===== config.mk =====
export PLATFORM = sky130hd
export DESIGN_NAME = parallel_port_ctrl_fifo_regs
export DESIGN_NICKNAME = d
export VERILOG_FILES = /design/src/shared/ppc_pkg.sv /design/src/verilog/parallel_port_ctrl_fifo_regs.sv
export SDC_FILE = /design/constraint.sdc
export NUM_CORES = 1
export LEC_CHECK = 0
export CAP_MARGIN = 20
export CORE_MARGIN = 1
export CORE_UTILIZATION = 57
export DETAILED_ROUTE_END_ITERATION = 8
export DONT_BUFFER_PORTS = 1
export GPL_TIMING_DRIVEN = 0
export HOLD_SLACK_MARGIN = 0.15
export PLACE_DENSITY = 0.78
export SLEW_MARGIN = 10
export SYNTH_ARGS = -nofsm -noshare
export SYNTH_HDL_FRONTEND = slang
export SYNTH_SLANG_ARGS = --single-unit
export TNS_END_PERCENT = 20

===== constraint.sdc =====
create_clock -name clk_i -period 3.59 [get_ports clk_i]
set_input_delay 0.8975 -clock clk_i [delete_from_list [all_inputs] [get_ports clk_i]]
set_output_delay 0.8975 -clock clk_i [all_outputs]
set_load 0.005 [all_outputs]

===== src/shared/ppc_pkg.sv =====
// Constants and types shared by the parallel port controller.
package ppc_pkg;
  // Register offsets on the host register port.
  localparam logic [10:0] OFS_CTRL = 11'h002;
  localparam logic [10:0] OFS_EADDR = 11'h003;
  localparam logic [10:0] OFS_EDATA_LO = 11'h004;
  localparam logic [10:0] OFS_EDATA_HI = 11'h007;
  localparam logic [10:0] OFS_FIFO = 11'h400;
  localparam logic [10:0] OFS_EXT_CTRL = 11'h402;
  localparam logic [10:0] OFS_IRQ_STAT = 11'h404;
  localparam logic [10:0] OFS_IRQ_MASK = 11'h405;
  localparam logic [10:0] OFS_ENG_STAT = 11'h406;
  // Field positions of the line control register.
  localparam int CTRL_DIR = 5;
  localparam int CTRL_ACKIRQ = 4;
  localparam int CTRL_SELIN = 3;
  localparam int CTRL_INIT = 2;
  localparam int CTRL_AFD = 1;
  localparam int CTRL_STB = 0;
  localparam logic [1:0] CTRL_RSVD = 2'h3;
  // Interrupt status bit positions.
  localparam int IRQ_ACK = 0;
  localparam int IRQ_TMO = 1;
  // Configuration A content: level interrupt, 8-bit, full excludes byte.
  localparam logic CFGA_IRQ_LEVEL = 1'h1;
  localparam logic [2:0] CFGA_WIDTH_ID = 3'h1;
  localparam logic CFGA_FULL_SEM = 1'h0;
  // Reset values.
  localparam logic [7:0] CTRL_RST = 8'h00;
  localparam logic [1:0] IRQ_RST = 2'h0;
  // Timing in nanoseconds and derived cycle counts at 200 MHz.
  localparam int CLK_NS = 5;
  localparam int TMO_NS = 10000;
  localparam int CMP_STB_NS = 500;
  localparam logic [11:0] TMO_CYC = 12'(TMO_NS / CLK_NS);
  localparam logic [11:0] CMP_STB_CYC =
    12'((CMP_STB_NS + CLK_NS - 1) / CLK_NS);
  // Queue geometry.
  localparam int FIFO_DEPTH = 16;
  localparam logic [4:0] FIFO_FULL_CNT = 5'h10;
  // Operating mode codes.
  typedef enum logic [2:0] {
    MODE_COMPAT = 3'h0, MODE_BIDIR = 3'h1, MODE_DFIFO = 3'h2,
    MODE_EXTCAP = 3'h3, MODE_ENH = 3'h4, MODE_RSVD = 3'h5,
    MODE_TEST = 3'h6, MODE_CONFIG = 3'h7
  } port_operating_mode_t;
  // Handshake engine states, one-hot.
  typedef enum logic [9:0] {
    ST_IDLE = 10'h001, ST_EPP_STB = 10'h002, ST_EPP_REL = 10'h004,
    ST_CMP_SETUP = 10'h008, ST_CMP_STB = 10'h010, ST_CMP_WAIT = 10'h020,
    ST_XF_CLK = 10'h040, ST_XF_REL = 10'h080, ST_XR_WAIT = 10'h100,
    ST_XR_REL = 10'h200
  } eng_state_t;
endpackage


===== src/verilog/parallel_port_ctrl_fifo_regs.sv =====
// Host parallel port: line control, enhanced cycles and the mode window.
`timescale 1ns/1ps
module parallel_port_ctrl_fifo_regs (
  // Clock and synchronous reset.
  input wire logic clk_i,
  input wire logic rstn_i,
  // Host register port.
  input wire logic [10:0] addr_i,
  input wire logic [7:0] wdata_i,
  input wire logic wr_i,
  input wire logic rd_i,
  output logic [7:0] rdata_o,
  // Interrupt.
  output logic irq_o,
  // Cable data lines, two-way.
  input wire logic [7:0] pd_i,
  output logic [7:0] pd_o,
  output logic pd_oe_o,
  // Cable control outputs, active low.
  output logic strobe_n_o,
  output logic auto_feed_n_o,
  output logic init_n_o,
  output logic select_in_n_o,
  // Cable status inputs.
  input wire logic ack_n_i,
  input wire logic busy_i
);
  // Stored control bits.
  logic ctrl_dir, ctrl_ackirq, ctrl_selin, ctrl_init, ctrl_afd, ctrl_stb;
  // Current operating mode.
  ppc_pkg::port_operating_mode_t mode;
  // Interrupt status and mask.
  logic [1:0] irq_stat, irq_mask;
  // Engine state, cycle counter and latched cycle attributes.
  ppc_pkg::eng_state_t state, next_state;
  logic [11:0] cnt;
  logic eng_addr, eng_wr;
  logic [7:0] eng_byte, epp_rx;
  // Input synchronisers; ack_d follows ack_s2 for edge detection.
  logic ack_s1, ack_s2, ack_d, busy_s1, busy_s2;
  logic [7:0] pd_s1, pd_s2;
  // Queue storage and pointers.
  logic [7:0] fifo_mem [ppc_pkg::FIFO_DEPTH];
  logic [4:0] wr_ptr, rd_ptr;

  // Address decode.
  wire hit_ctrl = addr_i == ppc_pkg::OFS_CTRL;
  wire hit_eaddr = addr_i == ppc_pkg::OFS_EADDR;
  wire hit_edata = (addr_i >= ppc_pkg::OFS_EDATA_LO) &&
                   (addr_i <= ppc_pkg::OFS_EDATA_HI);
  wire hit_fifo = addr_i == ppc_pkg::OFS_FIFO;
  wire hit_ext = addr_i == ppc_pkg::OFS_EXT_CTRL;
  wire hit_istat = addr_i == ppc_pkg::OFS_IRQ_STAT;
  wire hit_imask = addr_i == ppc_pkg::OFS_IRQ_MASK;
  wire hit_estat = addr_i == ppc_pkg::OFS_ENG_STAT;
  // Mode conditions.
  wire m_compat = mode == ppc_pkg::MODE_COMPAT;
  wire m_dfifo = mode == ppc_pkg::MODE_DFIFO;
  wire m_xc = mode == ppc_pkg::MODE_EXTCAP;
  wire m_enh = mode == ppc_pkg::MODE_ENH;
  wire m_test = mode == ppc_pkg::MODE_TEST;
  wire m_cfg = mode == ppc_pkg::MODE_CONFIG;
  wire idle = state == ppc_pkg::ST_IDLE;
  // Queue levels; full excludes the byte held by the engine.
  wire [4:0] fifo_cnt = wr_ptr - rd_ptr;
  wire fifo_full = fifo_cnt == ppc_pkg::FIFO_FULL_CNT;
  wire fifo_empty = fifo_cnt == 5'h00;
  wire [7:0] fifo_head = fifo_mem[rd_ptr[3:0]];
  // Synchronised cable events.
  wire ack_rise = ack_s2 && !ack_d;
  wire tmo_hit = cnt == (ppc_pkg::TMO_CYC - 12'h001);

  // Enhanced cycles start from a host access in enhanced mode when idle.
  wire epp_acc = (wr_i || rd_i) && (hit_eaddr || hit_edata);
  wire epp_go = epp_acc && m_enh && idle;
  // Queue drains or fills only in the matching mode.
  wire cmp_go = m_dfifo && !fifo_empty;
  wire xf_go = m_xc && !ctrl_dir && !fifo_empty;
  wire xr_go = m_xc && ctrl_dir && !fifo_full;
  // Host queue accesses per mode at the 400h window.
  wire host_push = wr_i && hit_fifo && !fifo_full &&
                   (m_dfifo || (m_xc && !ctrl_dir) || m_test);
  wire host_pop = rd_i && hit_fifo && !fifo_empty &&
                  ((m_xc && ctrl_dir) || m_test);
  // Engine queue accesses happen at a launch or a reverse capture.
  wire eng_pop = idle && !epp_go && (cmp_go || (!m_dfifo && xf_go));
  wire eng_push = (state == ppc_pkg::ST_XR_WAIT) && !ack_s2 && xr_go;
  wire push = host_push || eng_push;
  wire pop = host_pop || eng_pop;

  // Read-back values.
  wire [7:0] ctrl_rd = {ppc_pkg::CTRL_RSVD, ctrl_dir, ctrl_ackirq,
                        !select_in_n_o, init_n_o, !auto_feed_n_o,
                        !strobe_n_o};
  wire [7:0] cfga_rd = {ppc_pkg::CFGA_IRQ_LEVEL, ppc_pkg::CFGA_WIDTH_ID,
                        1'h0, ppc_pkg::CFGA_FULL_SEM,
                        2'h0};
  wire [7:0] win_rd = m_cfg ? cfga_rd : (host_pop ? fifo_head : 8'h00);
  wire [7:0] ext_rd = {mode, 3'h0, fifo_full, fifo_empty};
  wire [7:0] next_rdata = !rd_i ? 8'h00 :
                          hit_ctrl ? ctrl_rd :
                          (hit_eaddr || hit_edata) ? epp_rx :
                          hit_fifo ? win_rd :
                          hit_ext ? ext_rd :
                          hit_istat ? {6'h00, irq_stat} :
                          hit_imask ? {6'h00, irq_mask} :
                          hit_estat ? {7'h00, !idle} : 8'h00;

  // Direction is held at output whenever compatibility mode is set.
  wire next_dir = m_compat ? 1'h0 :
                  (wr_i && hit_ctrl) ? wdata_i[ppc_pkg::CTRL_DIR] :
                  ctrl_dir;
  // Sticky events: a set in the same cycle wins over a write-one clear.
  wire [1:0] irq_set = {(state == ppc_pkg::ST_EPP_STB ||
                         state == ppc_pkg::ST_EPP_REL) && tmo_hit,
                        ack_rise && ctrl_ackirq};
  wire [1:0] irq_clr = (wr_i && hit_istat) ? wdata_i[1:0] : 2'h0;
  wire [1:0] next_irq = (irq_stat & ~irq_clr) | irq_set;

  // Two flip-flop synchronisers for cable inputs plus an edge stage.
  always_ff @(posedge clk_i) begin
    ack_s1 <= ack_n_i;
    ack_s2 <= ack_s1;
    ack_d <= ack_s2;
    busy_s1 <= busy_i;
    busy_s2 <= busy_s1;
    pd_s1 <= pd_i;
    pd_s2 <= pd_s1;
  end

  // Control register and mode register.
  always_ff @(posedge clk_i) begin
    if (!rstn_i) begin
      {ctrl_ackirq, ctrl_selin, ctrl_init, ctrl_afd, ctrl_stb} <=
        ppc_pkg::CTRL_RST[4:0];
      ctrl_dir <= ppc_pkg::CTRL_RST[ppc_pkg::CTRL_DIR];
      mode <= ppc_pkg::MODE_COMPAT;
    end else begin
      ctrl_dir <= next_dir;
      if (wr_i && hit_ctrl) begin
        {ctrl_ackirq, ctrl_selin, ctrl_init, ctrl_afd, ctrl_stb} <=
          wdata_i[4:0];
      end
      if (wr_i && hit_ext) begin
        mode <= ppc_pkg::port_operating_mode_t'(wdata_i[7:5]);
      end
    end
  end

  // Interrupt status, mask and the level output.
  always_ff @(posedge clk_i) begin
    if (!rstn_i) begin
      irq_stat <= ppc_pkg::IRQ_RST;
      irq_mask <= ppc_pkg::IRQ_RST;
      irq_o <= 1'h0;
    end else begin
      irq_stat <= next_irq;
      if (wr_i && hit_imask) begin
        irq_mask <= wdata_i[1:0];
      end
      irq_o <= |(next_irq & irq_mask);
    end
  end

  // Read data appear in the cycle after the read strobe only.
  always_ff @(posedge clk_i) begin
    if (!rstn_i) begin
      rdata_o <= 8'h00;
    end else begin
      rdata_o <= next_rdata;
    end
  end

  // Queue storage; the array itself needs no reset.
  always_ff @(posedge clk_i) begin
    if (push) begin
      fifo_mem[wr_ptr[3:0]] <= eng_push ? pd_s2 : wdata_i;
    end
  end

  // Queue pointers.
  always_ff @(posedge clk_i) begin
    if (!rstn_i) begin
      wr_ptr <= 5'h00;
      rd_ptr <= 5'h00;
    end else begin
      if (push) begin
        wr_ptr <= wr_ptr + 5'h01;
      end
      if (pop) begin
        rd_ptr <= rd_ptr + 5'h01;
      end
    end
  end

  // Engine next state; waits end on the cable's answer, the enhanced timeout or a stop of reverse capture.
  always_comb begin
    next_state = state;
    case (state)
      ppc_pkg::ST_IDLE: begin
        if (epp_go) begin
          next_state = ppc_pkg::ST_EPP_STB;
        end else if (cmp_go) begin
          next_state = ppc_pkg::ST_CMP_SETUP;
        end else if (xf_go) begin
          next_state = ppc_pkg::ST_XF_CLK;
        end else if (xr_go) begin
          next_state = ppc_pkg::ST_XR_WAIT;
        end
      end
      ppc_pkg::ST_EPP_STB: begin
        // Strobe held until the peripheral raises wait, or timeout.
        if (busy_s2) begin
          next_state = ppc_pkg::ST_EPP_REL;
        end else if (tmo_hit) begin
          next_state = ppc_pkg::ST_IDLE;
        end
      end
      ppc_pkg::ST_EPP_REL: begin
        if (!busy_s2 || tmo_hit) begin
          next_state = ppc_pkg::ST_IDLE;
        end
      end
      ppc_pkg::ST_CMP_SETUP: begin
        // Data set up while the printer is still busy.
        if (!busy_s2) begin
          next_state = ppc_pkg::ST_CMP_STB;
        end
      end
      ppc_pkg::ST_CMP_STB: begin
        if (cnt == (ppc_pkg::CMP_STB_CYC - 12'h001)) begin
          next_state = ppc_pkg::ST_CMP_WAIT;
        end
      end
      ppc_pkg::ST_CMP_WAIT: begin
        // The acknowledge pulse closes the byte.
        if (ack_rise) begin
          next_state = ppc_pkg::ST_IDLE;
        end
      end
      ppc_pkg::ST_XF_CLK: begin
        if (busy_s2) begin
          next_state = ppc_pkg::ST_XF_REL;
        end
      end
      ppc_pkg::ST_XF_REL: begin
        if (!busy_s2) begin
          next_state = ppc_pkg::ST_IDLE;
        end
      end
      ppc_pkg::ST_XR_WAIT: begin
        // Leave if mode, direction or a full queue stops capture; else take the byte on clock low.
        if (!xr_go) begin
          next_state = ppc_pkg::ST_IDLE;
        end else if (!ack_s2) begin
          next_state = ppc_pkg::ST_XR_REL;
        end
      end
      ppc_pkg::ST_XR_REL: begin
        if (ack_s2) begin
          next_state = ppc_pkg::ST_IDLE;
        end
      end
      default: begin
        next_state = ppc_pkg::ST_IDLE;
      end
    endcase
  end

  // Engine state, cycle counter and latched attributes.
  always_ff @(posedge clk_i) begin
    if (!rstn_i) begin
      state <= ppc_pkg::ST_IDLE;
      cnt <= 12'h000;
      eng_addr <= 1'h0;
      eng_wr <= 1'h0;
      eng_byte <= 8'h00;
      epp_rx <= 8'h00;
    end else begin
      state <= next_state;
      cnt <= (next_state != state) ? 12'h000 : cnt + 12'h001;
      if (epp_go) begin
        eng_addr <= hit_eaddr;
        eng_wr <= wr_i;
        eng_byte <= wdata_i;
      end else if (eng_pop) begin
        eng_byte <= fifo_head;
      end
      if (state == ppc_pkg::ST_EPP_STB && busy_s2 && !eng_wr) begin
        epp_rx <= pd_s2;
      end
    end
  end

  // Cable line values: control bits, except the lines the engine drives in its current cycle.
  logic next_stb_n, next_afd_n, next_select_in_line_ctrl_n, next_oe;
  always_comb begin
    next_stb_n = !ctrl_stb;
    next_afd_n = !ctrl_afd;
    next_select_in_line_ctrl_n = !ctrl_selin;
    next_oe = !ctrl_dir;
    case (state)
      ppc_pkg::ST_EPP_STB: begin
        next_stb_n = !eng_wr;
        next_select_in_line_ctrl_n = !eng_addr;
        next_afd_n = eng_addr;
        next_oe = eng_wr;
      end
      ppc_pkg::ST_EPP_REL: begin
        next_stb_n = !eng_wr;
        next_select_in_line_ctrl_n = 1'h1;
        next_afd_n = 1'h1;
        next_oe = eng_wr;
      end
      ppc_pkg::ST_CMP_SETUP, ppc_pkg::ST_CMP_WAIT: begin
        next_stb_n = 1'h1;
        next_oe = 1'h1;
      end
      ppc_pkg::ST_CMP_STB: begin
        next_stb_n = 1'h0;
        next_oe = 1'h1;
      end
      ppc_pkg::ST_XF_CLK, ppc_pkg::ST_XF_REL: begin
        next_stb_n = state != ppc_pkg::ST_XF_CLK;
        next_afd_n = 1'h1;
        next_oe = 1'h1;
      end
      ppc_pkg::ST_XR_WAIT, ppc_pkg::ST_XR_REL: begin
        next_afd_n = state == ppc_pkg::ST_XR_REL;
        next_oe = 1'h0;
      end
      default: begin
        next_oe = !ctrl_dir;
      end
    endcase
  end

  // Registered cable outputs.
  always_ff @(posedge clk_i) begin
    if (!rstn_i) begin
      strobe_n_o <= 1'h1;
      auto_feed_n_o <= 1'h1;
      select_in_n_o <= 1'h1;
      init_n_o <= 1'h0;
      pd_oe_o <= 1'h1;
      pd_o <= 8'h00;
    end else begin
      strobe_n_o <= next_stb_n;
      auto_feed_n_o <= next_afd_n;
      select_in_n_o <= next_select_in_line_ctrl_n;
      init_n_o <= ctrl_init;
      pd_oe_o <= next_oe;
      pd_o <= eng_byte;
    end
  end
endmodule


# --- Word-level counts from Yosys, hierarchy flattened ---
# Memory sizes are Yosys's and may differ from the RTL's. A register that Yosys moved wholly into a read port is not among the register bits.
# Index checks and enable logic that the tools add are counted.
word_totals:
  memories: 1
  ram_bits: 128
  wordCells: 177
  register_bits: 106
  out_inout_bits: 22
mem_list:
  columns: ["name", "words", "word_bits", "read_ports", "rd_clocked_by_memory_dff", "write_ports", "line_no", "source"]
  rows:
  - ["fifo_mem", 16, 8, 1, 1, 1, "parallel_port_ctrl_fifo_regs.sv:43", "logic [7:0] fifo_mem [ppc_pkg::FIFO_DEPTH];"]
classes:
  addsub: 4
  n_mux: 37
  eq_ne: 27
  order_cmp: 2
  bitwise: 5
  reduce_logical: 69
op_table:
  columns: ["operator", "count"]
  rows:
  - ["$mux W10", 15]
  - ["$pmux W10 S10", 1]
  - ["$mux W8", 9]
  - ["$eq A11 B11 Y1 const B", 5]
  - ["$logic_and A1 B1 Y1", 29]
  - ["$eq A11 B2 Y1 const B", 2]
  - ["$logic_not A1 Y1", 17]
  - ["$reduce_or A2 Y1", 7]
  - ["$add A12 B1 Y12 const B", 1]
  - ["$eq A12 B11 Y1 const B", 1]
  - ["$eq A12 B7 Y1 const B", 1]
  - ["$ge A11 B3 Y1 const B", 1]
  - ["$le A11 B3 Y1 const B", 1]
  - ["$add A5 B1 Y5 const B", 2]
  - ["$eq A10 B1 Y1 const B", 1]
  - ["$eq A10 B10 Y1 const B", 1]
  - ["$eq A10 B2 Y1 const B", 1]
  - ["$eq A10 B3 Y1 const B", 1]
  - ["$eq A10 B4 Y1 const B", 1]
  - ["$eq A10 B5 Y1 const B", 1]
  - ["$eq A10 B6 Y1 const B", 1]
  - ["$eq A10 B7 Y1 const B", 1]
  - ["$eq A10 B8 Y1 const B", 1]
  - ["$eq A10 B9 Y1 const B", 1]
  - ["23 further kinds", 42]

# --- Longest topological paths before layout ---
logic_depth:
  word_depth: 12
  depth_mapped: 11
  mapped_depth_nobuf: 9

# --- Worst setup path before layout ---
# No wires, ideal clock.
synth_path:
  path_kind: "input to register"
  start: "input addr_i[6]"
  end: "memory fifo_mem[3][0], enable pin"
  path_stages: 10
  arrival_ns: 3.475
  required_time_ns: 3.207
  path_slack_ns: -0.268
  n_path_buf: 3
  cell_sequence: "or4_1 -> clkbuf_1 -> or4_1 -> clkbuf_1 -> nor2_1 -> nand4_1 -> a21oi_1 -> buf_4 -> nand2_1 -> nor3_1"
synth_between:
  elab_chain_cells: 7
synth_lines:
  columns: ["element", "line_no", "source"]
  rows:
  - ["start, declared", "parallel_port_ctrl_fifo_regs.sv:8", "input wire logic [10:0] addr_i,"]
  - ["$eq A11 B11 Y1", "parallel_port_ctrl_fifo_regs.sv:51", "wire hit_fifo = addr_i == ppc_pkg::OFS_FIFO;"]
  - ["$logic_and A1 B1 Y1 (3 in a row)", "parallel_port_ctrl_fifo_regs.sv:81", "wire host_push = wr_i && hit_fifo && !fifo_full &&"]
  - ["$logic_or A1 B1 Y1", "parallel_port_ctrl_fifo_regs.sv:88", "wire push = host_push || eng_push;"]
  - ["$mux W1", "parallel_port_ctrl_fifo_regs.sv:176", "if (push) begin"]
  - ["$mux W1", "parallel_port_ctrl_fifo_regs.sv:177", "fifo_mem[wr_ptr[3:0]] <= eng_push ? pd_s2 : wdata_i;"]
  - ["end, declared", "parallel_port_ctrl_fifo_regs.sv:43", null]
# No other way between the ends.

# --- Worst setup path after layout ---
# Same ends and word-level chain as after synthesis.

==> results.yml <==
clock_network:
  cts.sinks: 238
  clock_latency_ps: 550
  cts_tree: "built"
  cts_buffers: 24
  hold_buffers: 0
  clock-root-buffer: "clkbuf_16"
  clockBufferDepth: 3
  clkTransAtPathRegs_ps: 60
  htree_num_levels: 1
worst_hold_path:
  worstHoldPathType: "flip-flop to flip-flop"
  hold_depth: 0
  min_from: "pd_s1[6]"
  min_to: "pd_s2[6]"
logic_synthesis:
  yosysUniqueCellTypes: 70
  ys_ff_latch: 238
  synth_nets: 876
  synth_area_um2: 10400
  seq_area_frac_synth_pct: 58.1
  synthCells: 833
  ys_warn_count: 0
  ys_async_sr_fraction_pct: 0
  synth_flop_cell: "edfxtp_1"
  synth_area_per_cell_um2: 12.5
  synth-edff-count: 128
global_route:
  grt.met3_usage_pct: 5.44
  grt.overflow.total: 0
  use_met2_pct: 48.9
  grt_pass1_wl_mm: 40.0
  grt_max_degree: 17
  first_global_vias: 6774
  grt-busiest-layer: "met2"
  grtUsageMet1_pct: 37.5
  grt_use_total_pct: 29.3
  antenna_found_initial: 0
timing:
  tightest_slew_ps: 979
  holdWs_ps: 328
  setup_viol: 7
  hold_violations: 0
  finalMaxSlewViolations: 0
  fin_crit_ps: 3600
  fin_ws_ps: -11.9
  setup_tns_ps: -36.8
  fmax_ghz: 0.278
  fin_crit_sh_pct: 100
  rsz0062_at_grt: "yes"
  skew_ps: 18.1
  slew_headroom_pct: 34.8
finish:
  final_cell_mix: "edfxtp_1, dfxtp_1, nand2_1"
  area_growth_pct: 12.3
  layout.nets: 909
  drive_gt1_share_pct: 17.3
  final_common_cell: "edfxtp_1"
  diodes: 0
  utilization_pct: 65.2
  stdcell_area_um2: 11700
outcome:
  outcome: "finished with violations"
  violations: "setup timing"
drt:
  vias: 7217
  ant_nets: 0
  wire_per_inst_um: 24.5
  drc: 0
  first_iter_violations: 609
  dr.pass1.iters: 6
  wirelength_mm: 27.3
  via_per_inst: 6.48
worst_setup_path:
  reg2regPathDepth: 9
  critPathRequiredTime_ps: 3850
  r2r_slack_ps: 170
  endpoint_kind: "flip-flop"
  path_cells: "or4_1 > clkbuf_1 > or4_1 > clkbuf_1 > nor2_1 > nand4_1 > a21oi_1 > buf_4 > nand2_1 > nor3_4 > buf_12"
  crit_fanout: 10
  worstSetupStartpointType: "primary input"
  arrival_ps: 3860
  critical_path_class: "primary input to flip-flop"
  critPathMaxStageDelay_ps: 500
  reg2reg_from: "wr_ptr[0]"
  rr_endpoint: "fifo_mem[2][1]"
  crit_path_top_delay_cell: "or4_1"
placed_design:
  io_buffers: 0
  place_congestion: 0.950
  dp_hpwl_mm: 18.7
  dpl_cell_area_um2: 10700
  dp_slack_ps: -766
power_and_ir_drop:
  p_leak_nw: 3.88
  vdd_drop_max_v: 0.000624
  power.density_nw_per_um2: 459
die:
  rows: 49
  die_width_um: 137
  io_pins: 55
  core_area_um2: 17900
  die_h_um: 137
  fp.dieArea_um2: 18800
  start_util_pct: 58.1
flow_run:
  max_cap_viol_count: 0
==> power breakdown <==
part / internal (mW) / switching, mW / total, mW
Clock: 1.34 / 1.04 / 2.39
Sequential: 2.88 / 0.0114 / 2.89
Combinational: 0.0193 / 0.0671 / 0.0864
==> final cells by class <==
| cell class | instances | area, um^2 |
|---|---|---|
| Buffer | 51 | 229 |
| Clock buffer | 35 | 652 |
| Clock inverter | 9 | 95.1 |
| Fill cell | 1362 | 6220 |
| Inverter | 16 | 60.1 |
| Multi-Input combinational cell | 528 | 4200 |
| Sequential cell | 238 | 6050 |
| Tap cell | 229 | 287 |
| Timing Repair Buffer | 7 | 113 |
==> state kept, by name, summed over array words and instances (netlist names), 5 cells and up, named ones only <==
register / cells
rd_ptr: 5
state: 10
rdata_o: 8
wr_ptr: 5
pd_s1: 8
cnt: 12
pd_s2: 8
fifo_mem: 128
epp_rx: 8
eng_byte: 8
pd_o: 8
==> cell usage after synthesis (3+ instances only) <==
cell type | n | area (um^2)
nand4_1 | 12 | 75.1
nand2b_1 | 14 | 87.6
and2_1 | 12 | 75.1
nand2_1 | 77 | 289
o31a_1 | 3 | 26.3
a31oi_1 | 3 | 18.8
xnor2_1 | 15 | 131
a211oi_1 | 4 | 30.0
mux2_2 | 15 | 169
buf_6 | 3 | 33.8
and3_1 | 10 | 62.6
nand3b_1 | 5 | 37.5
edfxtp_1 | 128 | 3840
nand3_1 | 23 | 115
buf_1 | 7 | 26.3
a22oi_1 | 3 | 22.5
and4_1 | 4 | 35.0
mux4_2 | 40 | 901
inv_1 | 16 | 60.1
nor2b_1 | 6 | 37.5
ha_1 | 10 | 125
nor4_2 | 15 | 188
or4_1 | 6 | 45.0
o2111ai_1 | 4 | 35.0
o211ai_1 | 13 | 97.6
nor2_1 | 55 | 206
a221oi_1 | 4 | 35.0
clkbuf_1 | 33 | 124
nor3b_1 | 3 | 22.5
a21oi_1 | 50 | 250
a311oi_1 | 3 | 26.3
xor2_1 | 7 | 61.3
o21ai_0 | 16 | 80.1
mux2i_1 | 17 | 170
nor3_1 | 23 | 115
nor4_1 | 11 | 68.8
dfxtp_1 | 110 | 2200
buf_2 | 6 | 30.0
or3_1 | 6 | 37.5
==> repair_timing <==
| item | 4_1_cts | 5_1_grt |
|---|---|---|
| gates resized for setup | 11 | 16 |
| endpoints found under the setup margin | 128 | 146 |
| buffers inserted | 0 | 5 |
| pin swaps | 0 | 5 |
==> per-stage QoR <==
stage          power, mW  instances
3_5_place_dp        3.03       1063
4_1_cts             5.38       1107
6_report            5.36       1113
5_1_grt             5.49       1113
3_3_place_gp        3.03       1062
2_1_floorplan       3.00        833
==> logic make-up after synthesis <==
group | share of synthesized area, %
AOI/OAI and AO/OA | 8.35
xor gates and xnor gates | 1.85
adders and majority gates | 1.20
buffers and inverters | 2.78
DFF | 58.1
muxes | 11.9
and+or+nand+nor | 15.8
==> critical path, delay by kind of cell <==
kind,cells,cell delay [ps]
buf+inv,4,760
compound gates,1,320
simple gates,6,1860
==> metal layers <==
layer / vias up / wire, um
li1: 3223 / -
met1: 3570 / 10600
met5: - / 0
met2: 342 / 13600
met4: 0 / 1170
met3: 82 / 1940
==> how the worst max path moves through the flow <==
stage,start,end,slack (ps)
2_1_floorplan,addr_i[6],fifo_mem[7][0],-50
3_3_place_gp,wr_ptr[0],fifo_mem[7][1],-730
3_5_place_dp,addr_i[6],fifo_mem[12][2],-770
4_1_cts,addr_i[6],fifo_mem[0][1],-120
5_1_grt,addr_i[6],fifo_mem[13][4],-170
6_report,addr_i[6],fifo_mem[3][0],-10
No activity file was read; power rests on OpenSTA's default activity.
